**src/rtl/rsc_pkg.sv**
```systemverilog
// Package of the reset source combiner: register map, bit layout,
// values after reset and bus widths.
// Assumes a classic Wishbone slave with 32-bit data and byte addresses.
package rsc_pkg;

  // Bus widths
  localparam int RSC_ADR_W = 8;
  localparam int RSC_DAT_W = 32;
  localparam int RSC_SEL_W = 4;

  // Register byte offsets
  localparam logic [7:0] RSC_OFF_CAUSE = 8'h00;
  localparam logic [7:0] RSC_OFF_LIVE = 8'h04;

  // Bit positions in reset_cause_status
  localparam int RSC_B_POWER_ON = 0;
  localparam int RSC_B_SUPPLY_DIP = 1;
  localparam int RSC_B_IDLE = 2;
  localparam int RSC_B_SLEEP = 3;
  localparam int RSC_B_WATCHDOG_TIMEOUT = 4;
  localparam int RSC_B_SOFT_WATCHDOG = 5;
  localparam int RSC_B_RESET_INSTR = 6;
  localparam int RSC_B_EXTERNAL_PIN = 7;
  localparam int RSC_B_REG_STANDBY = 8;
  localparam int RSC_B_CONFIG_MISMATCH = 9;
  localparam int RSC_B_ILLEGAL_COND = 14;
  localparam int RSC_B_TRAP_CONFLICT = 15;

  // Implemented bits; 13..10 read as zero
  localparam logic [15:0] RSC_CAUSE_IMPL = 16'hc3ff;
  // Value loaded while rst_n is low
  localparam logic [15:0] RSC_CAUSE_RESET = 16'h0003;
  // Value left behind by a power-on event
  localparam logic [15:0] RSC_CAUSE_POWER_ON = 16'h0001;

  // Number of live source lines shown in the live register
  localparam int RSC_NUM_SRC = 10;

endpackage

```
**src/rtl/rsc_wb_slave.sv**
```systemverilog
// Classic Wishbone slave front end of the reset source combiner.
// Assumes a single-cycle master that holds the request until ack.
`timescale 1ns/1ns
module rsc_wb_slave (
  // Clock and reset
  input wire logic core_clk,
  input wire logic rst_n,
  // Wishbone slave
  input wire logic wb_cyc_i,
  input wire logic wb_stb_i,
  input wire logic wb_we_i,
  input wire logic [rsc_pkg::RSC_ADR_W-1:0] wb_adr_i,
  output logic wb_ack_o,
  output logic [rsc_pkg::RSC_DAT_W-1:0] wb_dat_o,
  // Register side
  input wire logic [15:0] cause_word,
  input wire logic [rsc_pkg::RSC_NUM_SRC-1:0] live_word,
  output logic wr_cause
);

  logic req;

  // Request present and not yet answered
  assign req = wb_cyc_i & wb_stb_i & ~wb_ack_o;

  // Write lands on the edge that samples ack high
  assign wr_cause = wb_cyc_i & wb_stb_i & wb_we_i & wb_ack_o & (wb_adr_i == rsc_pkg::RSC_OFF_CAUSE);

  // Ack one cycle after the request, dropped the cycle after
  always_ff @(posedge core_clk) begin
    if (!rst_n) begin
      wb_ack_o <= 1'b0;
    end else begin
      wb_ack_o <= req;
    end
  end

  // Read data captured with ack; unmapped offsets read zero
  always_ff @(posedge core_clk) begin
    if (!rst_n) begin
      wb_dat_o <= 32'h0000_0000;
    end else if (req) begin
      if (wb_adr_i == rsc_pkg::RSC_OFF_CAUSE) begin
        wb_dat_o <= {16'h0000, cause_word};
      end else if (wb_adr_i == rsc_pkg::RSC_OFF_LIVE) begin
        wb_dat_o <= {22'h0, live_word};
      end else begin
        wb_dat_o <= 32'h0000_0000;
      end
    end
  end

endmodule

```
**src/rtl/rsc_reset_combiner.sv**
```systemverilog
// Reset source combiner: merges all reset sources into the master
// system reset and keeps the reset cause flags for software.
// Assumes source lines are synchronous levels to core_clk and that
// software reaches the registers over classic Wishbone.
//
// Overview of operation
// - Any active source drives the master reset.
// - Eight source kinds feed the combiner.
// - Opcode, uninitialised register or security raise illegal.
// - System reset forces some state, keeps flags.
// - Each reset sets its own cause flag.
// - Power-on clears all flags except those of events in the same cycle.
// - Software may set or clear any flag.
// - Software setting a flag never causes reset.
// - Bits 13 to 10 read as zero.
// - Register also holds watchdog, sleep, idle, standby.
// - Supply dip flag marks a brown-out reset.
// - Power-on flag marks a power-on reset.
// - Unprogrammed fuse keeps watchdog always enabled.
// - Power-on and brown-out are cold, others warm.
`timescale 1ns/1ns
module rsc_reset_combiner (
  // Clock and reset
  input wire logic core_clk,
  input wire logic rst_n,
  // Reset sources
  input wire logic src_power_on,
  input wire logic src_supply_dip,
  input wire logic external_pin_reset,
  input wire logic src_reset_instr,
  input wire logic src_watchdog,
  input wire logic src_config_mismatch,
  input wire logic src_trap_conflict,
  input wire logic src_illegal_opcode,
  input wire logic src_uninit_wreg,
  input wire logic src_security,
  // Power-saving and configuration inputs
  input wire logic sleep_entered,
  input wire logic idle_entered,
  input wire logic fused_watchdog_enable,
  // Reset and control outputs
  output logic master_system_reset,
  output logic cold_reset,
  output logic warm_reset,
  output logic watchdog_enable,
  output logic regulator_standby_bit,
  // Wishbone slave
  input wire logic wb_cyc_i,
  input wire logic wb_stb_i,
  input wire logic wb_we_i,
  input wire logic [rsc_pkg::RSC_ADR_W-1:0] wb_adr_i,
  input wire logic [rsc_pkg::RSC_SEL_W-1:0] wb_sel_i,
  input wire logic [rsc_pkg::RSC_DAT_W-1:0] wb_dat_i,
  output logic wb_ack_o,
  output logic [rsc_pkg::RSC_DAT_W-1:0] wb_dat_o
);

  logic [15:0] reset_cause_status;
  logic [15:0] next_cause;
  logic [15:0] hw_set;
  logic [15:0] lane_mask;
  logic [15:0] wr_word;
  logic [rsc_pkg::RSC_NUM_SRC-1:0] live_src;
  logic illegal_src;
  logic cold_src;
  logic warm_src;
  logic any_src;
  logic wr_cause;

  // Illegal-condition source from its three causes
  assign illegal_src = src_illegal_opcode | src_uninit_wreg | src_security;

  // Cold and warm groups of the sources
  assign cold_src = src_power_on | src_supply_dip;
  assign warm_src = external_pin_reset | src_reset_instr | src_watchdog
                  | src_config_mismatch | src_trap_conflict | illegal_src;

  // Any active source asks for the master reset
  assign any_src = cold_src | warm_src;

  // Live view of all source lines for the second register
  assign live_src = {src_security, src_uninit_wreg, src_illegal_opcode, src_trap_conflict,
                     src_config_mismatch, src_watchdog, src_reset_instr, external_pin_reset,
                     src_supply_dip, src_power_on};

  // Register bus front end
  rsc_wb_slave u_wb_slave (
    .core_clk(core_clk),
    .rst_n(rst_n),
    .wb_cyc_i(wb_cyc_i),
    .wb_stb_i(wb_stb_i),
    .wb_we_i(wb_we_i),
    .wb_adr_i(wb_adr_i),
    .wb_ack_o(wb_ack_o),
    .wb_dat_o(wb_dat_o),
    .cause_word(reset_cause_status),
    .live_word(live_src),
    .wr_cause(wr_cause)
  );

  // Byte lanes that a write touches, limited to implemented bits
  assign lane_mask = {{8{wb_sel_i[1]}}, {8{wb_sel_i[0]}}} & rsc_pkg::RSC_CAUSE_IMPL;
  assign wr_word = wb_dat_i[15:0];

  // Flags raised by hardware events this cycle
  always_comb begin
    hw_set = 16'h0000;
    hw_set[rsc_pkg::RSC_B_POWER_ON] = src_power_on;
    hw_set[rsc_pkg::RSC_B_SUPPLY_DIP] = src_supply_dip;
    hw_set[rsc_pkg::RSC_B_EXTERNAL_PIN] = external_pin_reset;
    hw_set[rsc_pkg::RSC_B_RESET_INSTR] = src_reset_instr;
    hw_set[rsc_pkg::RSC_B_WATCHDOG_TIMEOUT] = src_watchdog;
    hw_set[rsc_pkg::RSC_B_CONFIG_MISMATCH] = src_config_mismatch;
    hw_set[rsc_pkg::RSC_B_TRAP_CONFLICT] = src_trap_conflict;
    hw_set[rsc_pkg::RSC_B_ILLEGAL_COND] = illegal_src;
    hw_set[rsc_pkg::RSC_B_SLEEP] = sleep_entered;
    hw_set[rsc_pkg::RSC_B_IDLE] = idle_entered;
  end

  // Next flag value per bit: write, then power-on clear, then set wins
  genvar gi;
  generate
    for (gi = 0; gi < 16; gi++) begin : g_cause_bit
      always_comb begin
        if (!rsc_pkg::RSC_CAUSE_IMPL[gi]) begin
          next_cause[gi] = 1'b0;
        end else if (src_power_on) begin
          next_cause[gi] = hw_set[gi];
        end else if (any_src && gi == rsc_pkg::RSC_B_SOFT_WATCHDOG) begin
          next_cause[gi] = 1'b0;
        end else if (hw_set[gi]) begin
          next_cause[gi] = 1'b1;
        end else if (wr_cause && lane_mask[gi]) begin
          next_cause[gi] = wr_word[gi];
        end else begin
          next_cause[gi] = reset_cause_status[gi];
        end
      end
    end
  endgenerate

  // Cause register; a write only stores bits and starts no reset
  always_ff @(posedge core_clk) begin
    if (!rst_n) begin
      reset_cause_status <= rsc_pkg::RSC_CAUSE_RESET;
    end else begin
      reset_cause_status <= next_cause;
    end
  end

  // Master reset and its cold or warm kind
  always_ff @(posedge core_clk) begin
    if (!rst_n) begin
      master_system_reset <= 1'b1;
      cold_reset <= 1'b1;
      warm_reset <= 1'b0;
    end else begin
      master_system_reset <= any_src;
      cold_reset <= cold_src;
      warm_reset <= warm_src & ~cold_src;
    end
  end

  // Watchdog stays on while the fuse is unprogrammed
  always_ff @(posedge core_clk) begin
    if (!rst_n) begin
      watchdog_enable <= 1'b1;
    end else begin
      watchdog_enable <= fused_watchdog_enable | next_cause[rsc_pkg::RSC_B_SOFT_WATCHDOG];
    end
  end

  // Regulator standby control taken from the register
  always_ff @(posedge core_clk) begin
    if (!rst_n) begin
      regulator_standby_bit <= 1'b0;
    end else begin
      regulator_standby_bit <= next_cause[rsc_pkg::RSC_B_REG_STANDBY];
    end
  end
endmodule

```
**config.mk**
```make
export PLATFORM = sky130hd
export DESIGN_NAME = rsc_reset_combiner
export DESIGN_NICKNAME = d
export VERILOG_FILES = /design/src/rtl/rsc_pkg.sv /design/src/rtl/rsc_wb_slave.sv /design/src/rtl/rsc_reset_combiner.sv
export SDC_FILE = /design/constraint.sdc
export NUM_CORES = 1
export LEC_CHECK = 0
export BUFFER_PORTS_ARGS = -buffer_cell sky130_fd_sc_hd__buf_2
export CAP_MARGIN = 40
export CORE_MARGIN = 2
export CORE_UTILIZATION = 41
export CTS_BUF_LIST = sky130_fd_sc_hd__clkbuf_4 sky130_fd_sc_hd__clkbuf_8
export DETAILED_ROUTE_END_ITERATION = 10
export PLACE_DENSITY = 0.93
export SYNTH_ARGS = -nofsm -noshare
export SYNTH_HDL_FRONTEND = slang
export SYNTH_SLANG_ARGS = --single-unit
```
**constraint.sdc**
```tcl
create_clock -name core_clk -period 2.5 [get_ports core_clk]
set_input_delay 0.125 -clock core_clk [delete_from_list [all_inputs] [get_ports core_clk]]
set_output_delay 0.125 -clock core_clk [all_outputs]
set_load 0.02 [all_outputs]
```
## Word level (Yosys, flattened, before mapping)

Index checks and enable logic that the tools add are counted.

| cells by class | value |
|---|---|
| multiplexer cells | 34 |
| reductions and logical operators | 13 |
| eq/ne operators | 1 |
| bitwise logic cells | 19 |

Operator list:

| cell | number |
|---|---|
| 2-to-1 mux 1 bit | 32 |
| 2-to-1 mux 32 bit | 1 |
| nonzero test 3 bit | 9 |
| 2-to-1 mux 10 bit | 1 |
| OR 1 bit | 10 |
| == test 8 x 3 -> 1 bit, second input constant | 1 |
| zero test 8 bit | 1 |
| AND 1 bit | 6 |
| NOT 1 bit | 3 |
| logical AND 1 bit | 2 |
| OR reduction 2 bit | 1 |

| word-level totals | value |
|---|---|
| input bits | 62 |
| register bits after elaboration | 54 |
| word-level logic and storage cells | 86 |
| output and inout bits | 38 |

## Depth between registers and ports, before layout

| depth | value |
|---|---|
| word-level depth | 9 |
| mapped depth | 6 |
| mapped depth without buffers | 4 |

## Hierarchy

A second synthesis with hierarchy kept.

| unflattened totals | value |
|---|---|
| cells, all modules | 156 |
| area total of the unflattened synthesis | 1560.2 sq um |

By module, submodules not included:

| module | cells each | instances | sequential area each (sq um) | area an instance (sq um) |
|---|---|---|---|---|
| rsc_wb_slave | 79 | 1 | 340.3 | 818.3 |
| rsc_reset_combiner | 77 | 1 | 320.3 | 742.0 |

## Worst setup path before layout

No wires, ideal clock.

| timing | value |
|---|---|
| path kind | register to register |
| start | reg u_wb_slave.wb_ack_o |
| end | reg watchdog_enable |
| library setup time | 121 ps |
| cell stages (with the launch flop) | 5 |
| required time | 2379 ps |
| slack | 710 ps |
| buffers on the path | 0 |
| arrival | 1669 ps |
| period minus slack after synthesis | 1790 ps |
| cells stage by stage | dfxtp_1 nand4_1 nor4_4 mux2i_1 o21ai_1 |

| on the way | value |
|---|---|
| cells in the longest elaborated chain, start to end | 7 |

RTL lines:

| what | RTL line | text |
|---|---|---|
| from (decl) | rsc_wb_slave.sv:13 | `output logic wb_ack_o,` |
| from (signal assigned) | rsc_wb_slave.sv:34 | `wb_ack_o <= req;` |
| AND 1 bit (2 in series) | rsc_wb_slave.sv:27 | `assign wr_cause = wb_cyc_i & wb_stb_i & wb_we_i & wb_ack_o & (wb_adr_i == rsc_pkg::RSC_OFF_CAUSE);` |
| logical AND 1 bit | rsc_reset_combiner.sv:133 | `end else if (wr_cause && lane_mask[gi]) begin` |
| 2-to-1 mux 1 bit | rsc_reset_combiner.sv:133 |  |
| 2-to-1 mux 1 bit | rsc_reset_combiner.sv:129 | `end else if (any_src && gi == rsc_pkg::RSC_B_SOFT_WATCHDOG) begin` |
| 2-to-1 mux 1 bit | rsc_reset_combiner.sv:127 | `end else if (src_power_on) begin` |
| OR 1 bit | rsc_reset_combiner.sv:169 | `watchdog_enable <= fused_watchdog_enable \| next_cause[rsc_pkg::RSC_B_SOFT_WATCHDOG];` |
| to (signal assigned) | rsc_reset_combiner.sv:169 |  |
| to (decl) | rsc_reset_combiner.sv:45 | `output logic watchdog_enable,` |

Every way passes these cells.
A chain may end at the register's enable or synchronous reset.

## Worst setup path in the final report

Ends and elaborated chain as after synthesis.

==> flow_metrics.env <==
export IMPL_h_tree_depth=2
export IMPL_grt_max_degree=25
export IMPL_synthTopCellsByArea="dfxtp_1 (42%), buf_4 (11%), mux2i_1 (8.8%), a22oi_1 (5.5%), o21ai_0 (4.4%)"
export IMPL_die_width_um=61.81
export IMPL_avgSynthCellArea_um2=9.073
export IMPL_cts_tree="built"
export IMPL_drc=0
export IMPL_synthToLayoutAreaGrowth_pct=22.92
export IMPL_clock_skew_ns=0.007039
export IMPL_p_leak_uw=0.0007455
export IMPL_vias_per_cell=4.791
export IMPL_async_flop_share_pct=0
export IMPL_finalSetupViolations=0
export IMPL_netlist_area_leader_share_pct=42.37
export IMPL_start_util_pct=43.80
export IMPL_min_period_over_period_pct=64.91
export IMPL_p_switching_uw=251.4
export IMPL_crit_arrival_ns=1.83
export IMPL_dpl_cell_area_um2=1615
export IMPL_final_area_um2=1684
export IMPL_yosys_cell_types_count=27
export IMPL_grt_setup_unrepaired="no"
export IMPL_power_frac_seq_pct=53.3
export IMPL_dr_pass1_iters=4
export IMPL_cts_buffer_depth=2
export IMPL_post_drt_wl_per_cell_um=12.19
export IMPL_rows=20
export IMPL_worst_ep_required_time_ns=2.71
export IMPL_syn_area_um2=1370
export IMPL_drive_gt1_share_pct=34.29
export IMPL_ys_ff_latch=29
export IMPL_cts_root_buf="clkbuf_4"
export IMPL_ioPinCount=100
export IMPL_clk_pin_slew_worst_paths_ns=0.09
export IMPL_die_y_um=61.81
export IMPL_post_cts_repair_setup_buffers=0
export IMPL_grt_overflow_total=0
export IMPL_cp_startpoint="u_wb_slave.wb_ack_o"
export IMPL_track_usage_pct=17.77
export IMPL_period_needed_ns=1.623
export IMPL_ant_nets=0
export IMPL_synth_top_area_cell="dfxtp_1"
export IMPL_critPathKind="register to register"
export IMPL_tightest_slew_ns=0.6861
export IMPL_relSlewSlack_pct=54.01
export IMPL_fin_setup_tns_ns=0
export IMPL_ys_seq_area_share_pct=42.37
export IMPL_synthCells=151
export IMPL_drt_total_wl_um=3095
export IMPL_yosysWarnings=0
export IMPL_io_buffers=57
export IMPL_synth_edf_count=0
export IMPL_hold_path_startpoint="sleep_entered"
export IMPL_finalHoldViolCount=0
export IMPL_drt_iter0_markers=48
export IMPL_hp_class="input port to register"
export IMPL_pwr_share_comb_pct=15.3
export IMPL_p_per_area_nw_per_um2=552.3
export IMPL_nets=272
export IMPL_vdd_drop_max_mv=0.3830
export IMPL_synthFlopType="dfxtp_1"
export IMPL_swShare_pct=27.02
export IMPL_vias=1217
export IMPL_antenna_cells=0
export IMPL_status="finished clean"
export IMPL_drv_slew=0
export IMPL_dieArea_um2=3820
export IMPL_grt_pass1_vias=1112
export IMPL_clock_insertion_delay_worst_skew_ns=0.32
export IMPL_core_um2=3128
export IMPL_antenna_found_initial=0
export IMPL_power_internal_uw=678.8
export IMPL_r2r_start="u_wb_slave.wb_ack_o"
export IMPL_gp_congestion=0.6995
export IMPL_drv_cap=0
export IMPL_grt_pass1_wl_um=4940
export IMPL_endpoint_kind="register"
export IMPL_timing_fmax_mhz=616.2
export IMPL_start_kind="register"
export IMPL_hpwl_um=2314
export IMPL_cts_buffers_inserted=5
export IMPL_cts_sinks=29
export IMPL_p_clk_share_pct=31.5
export IMPL_crit_fanout=8
[final timing paths]
path | end | slack, ns | cells after the start
worst max-delay path | watchdog_enable | 0.88 | 5
worst min-delay path | reset_cause_status[3] | 0.01 | 3
worst max register to register | watchdog_enable | 0.88 | 5
worst min register to register | u_wb_slave.wb_dat_o[14] | 0.48 | 2
[critical path, cell delays in order, from the launching register on]
cell and delay [ns]:
dfxtp_1 0.38, nand4_1 0.23, nor4_4 0.31, buf_4 0.24
mux2i_1 0.26, o21ai_1 0.09
[Yosys cell counts (2+ instances only)]
cell,count
a21oi_1,10
nand2_1,10
nand3_1,2
clkbuf_1,6
mux2i_1,12
a22oi_1,10
o21ai_1,10
nor3_1,2
o21ai_0,12
dfxtp_1,29
nor4_4,2
buf_4,20
nand2b_1,5
or3_1,2
nor2_1,5
nor2b_1,2
a21boi_1,2
[cell usage in the layout (no fill, tap or decap)]
cell type,netlist,layout
a21boi_1,2,2
a21oi_1,10,10
a22oi_1,10,10
and2_1,1,1
buf_2,1,57
buf_4,20,3
clkbuf_4,0,6
clkbuf_8,0,1
conb_1,1,20
dfxtp_1,29,29
dlygate4sd3_1,0,1
inv_1,1,1
mux2i_1,12,12
nand2_1,10,10
nand2b_1,5,5
nand3_1,2,2
nand4_1,1,1
nor2_1,5,5
nor2b_1,2,2
nor3_1,2,2
nor3_2,1,1
nor4_4,2,2
o21ai_0,12,12
o21ai_1,10,10
or2_2,1,1
or3_1,2,2
or4_1,1,1
or4_4,1,1
[area by class of cell]
class                      instances  area, µm²
inverter                           1      3.754
timing repair buffer              61      317.8
multi-input combinational        112      668.1
tap                               44      55.05
sequential                        29      580.6
fill                             307       1444
clock buffer                       7      58.81
[power by group through the flow]
stage / combinational (µW) / sequential, µW / clock [µW]
after global placement: 138 / 505 / 0
after detailed placement: 141 / 506 / 0
after floorplan: 93.8 / 520 / 0
final: 142 / 496 / 293
after CTS: 142 / 496 / 302
after global routing: 159 / 499 / 327
[through the flow]
step | cells | util (%) | total power, µW | hold WS, ns | setup WS, ns
after global placement | 246 | 51.64 | 643.4 | 0.3234 | 0.7323
after global routing | 254 | 53.84 | 985.1 | 0.01219 | 0.7778
final | 254 | 53.84 | 930.2 | 0.01383 | 0.8771
after detailed placement | 246 | 51.64 | 647.1 | 0.3378 | 0.7510
after floorplan | 170 | - | 614.3 | 0.2238 | 0.7100
after CTS | 254 | 53.84 | 939.8 | 0.004817 | 0.8675
[cell families after synthesis]
group,synth area share (%)
compound gates,18.26
simple gates,16.26
flops,42.37
buf+inv,14.06
mux,8.767
other cells,0.2737
[flip-flops by register name, summed over array words and instances, names as in the netlist]
name and flops:
reset_cause_status 12, watchdog_enable 1, cold_reset 1, u_wb_slave.wb_ack_o 1, master_system_reset 1, u_wb_slave.wb_dat_o 12, warm_reset 1
[what timing repair did]
item | CTS | global route
gates resized for setup | 0 | 0
hold buffers | 1 | 0
hold endpoints to repair | 1 | 0
[metal layers]
metal / vias up / part of all wire, % / GRT usage, %
li1: 608 / - / -
met1: 552 / 45 / 21.19
met2: 51 / 48 / 29.77
met3: 6 / 5.6 / 6.418
met4: 0 / 1.1 / 5.775
met5: - / 0 / 0
Power figures use the tool's default switching activity.
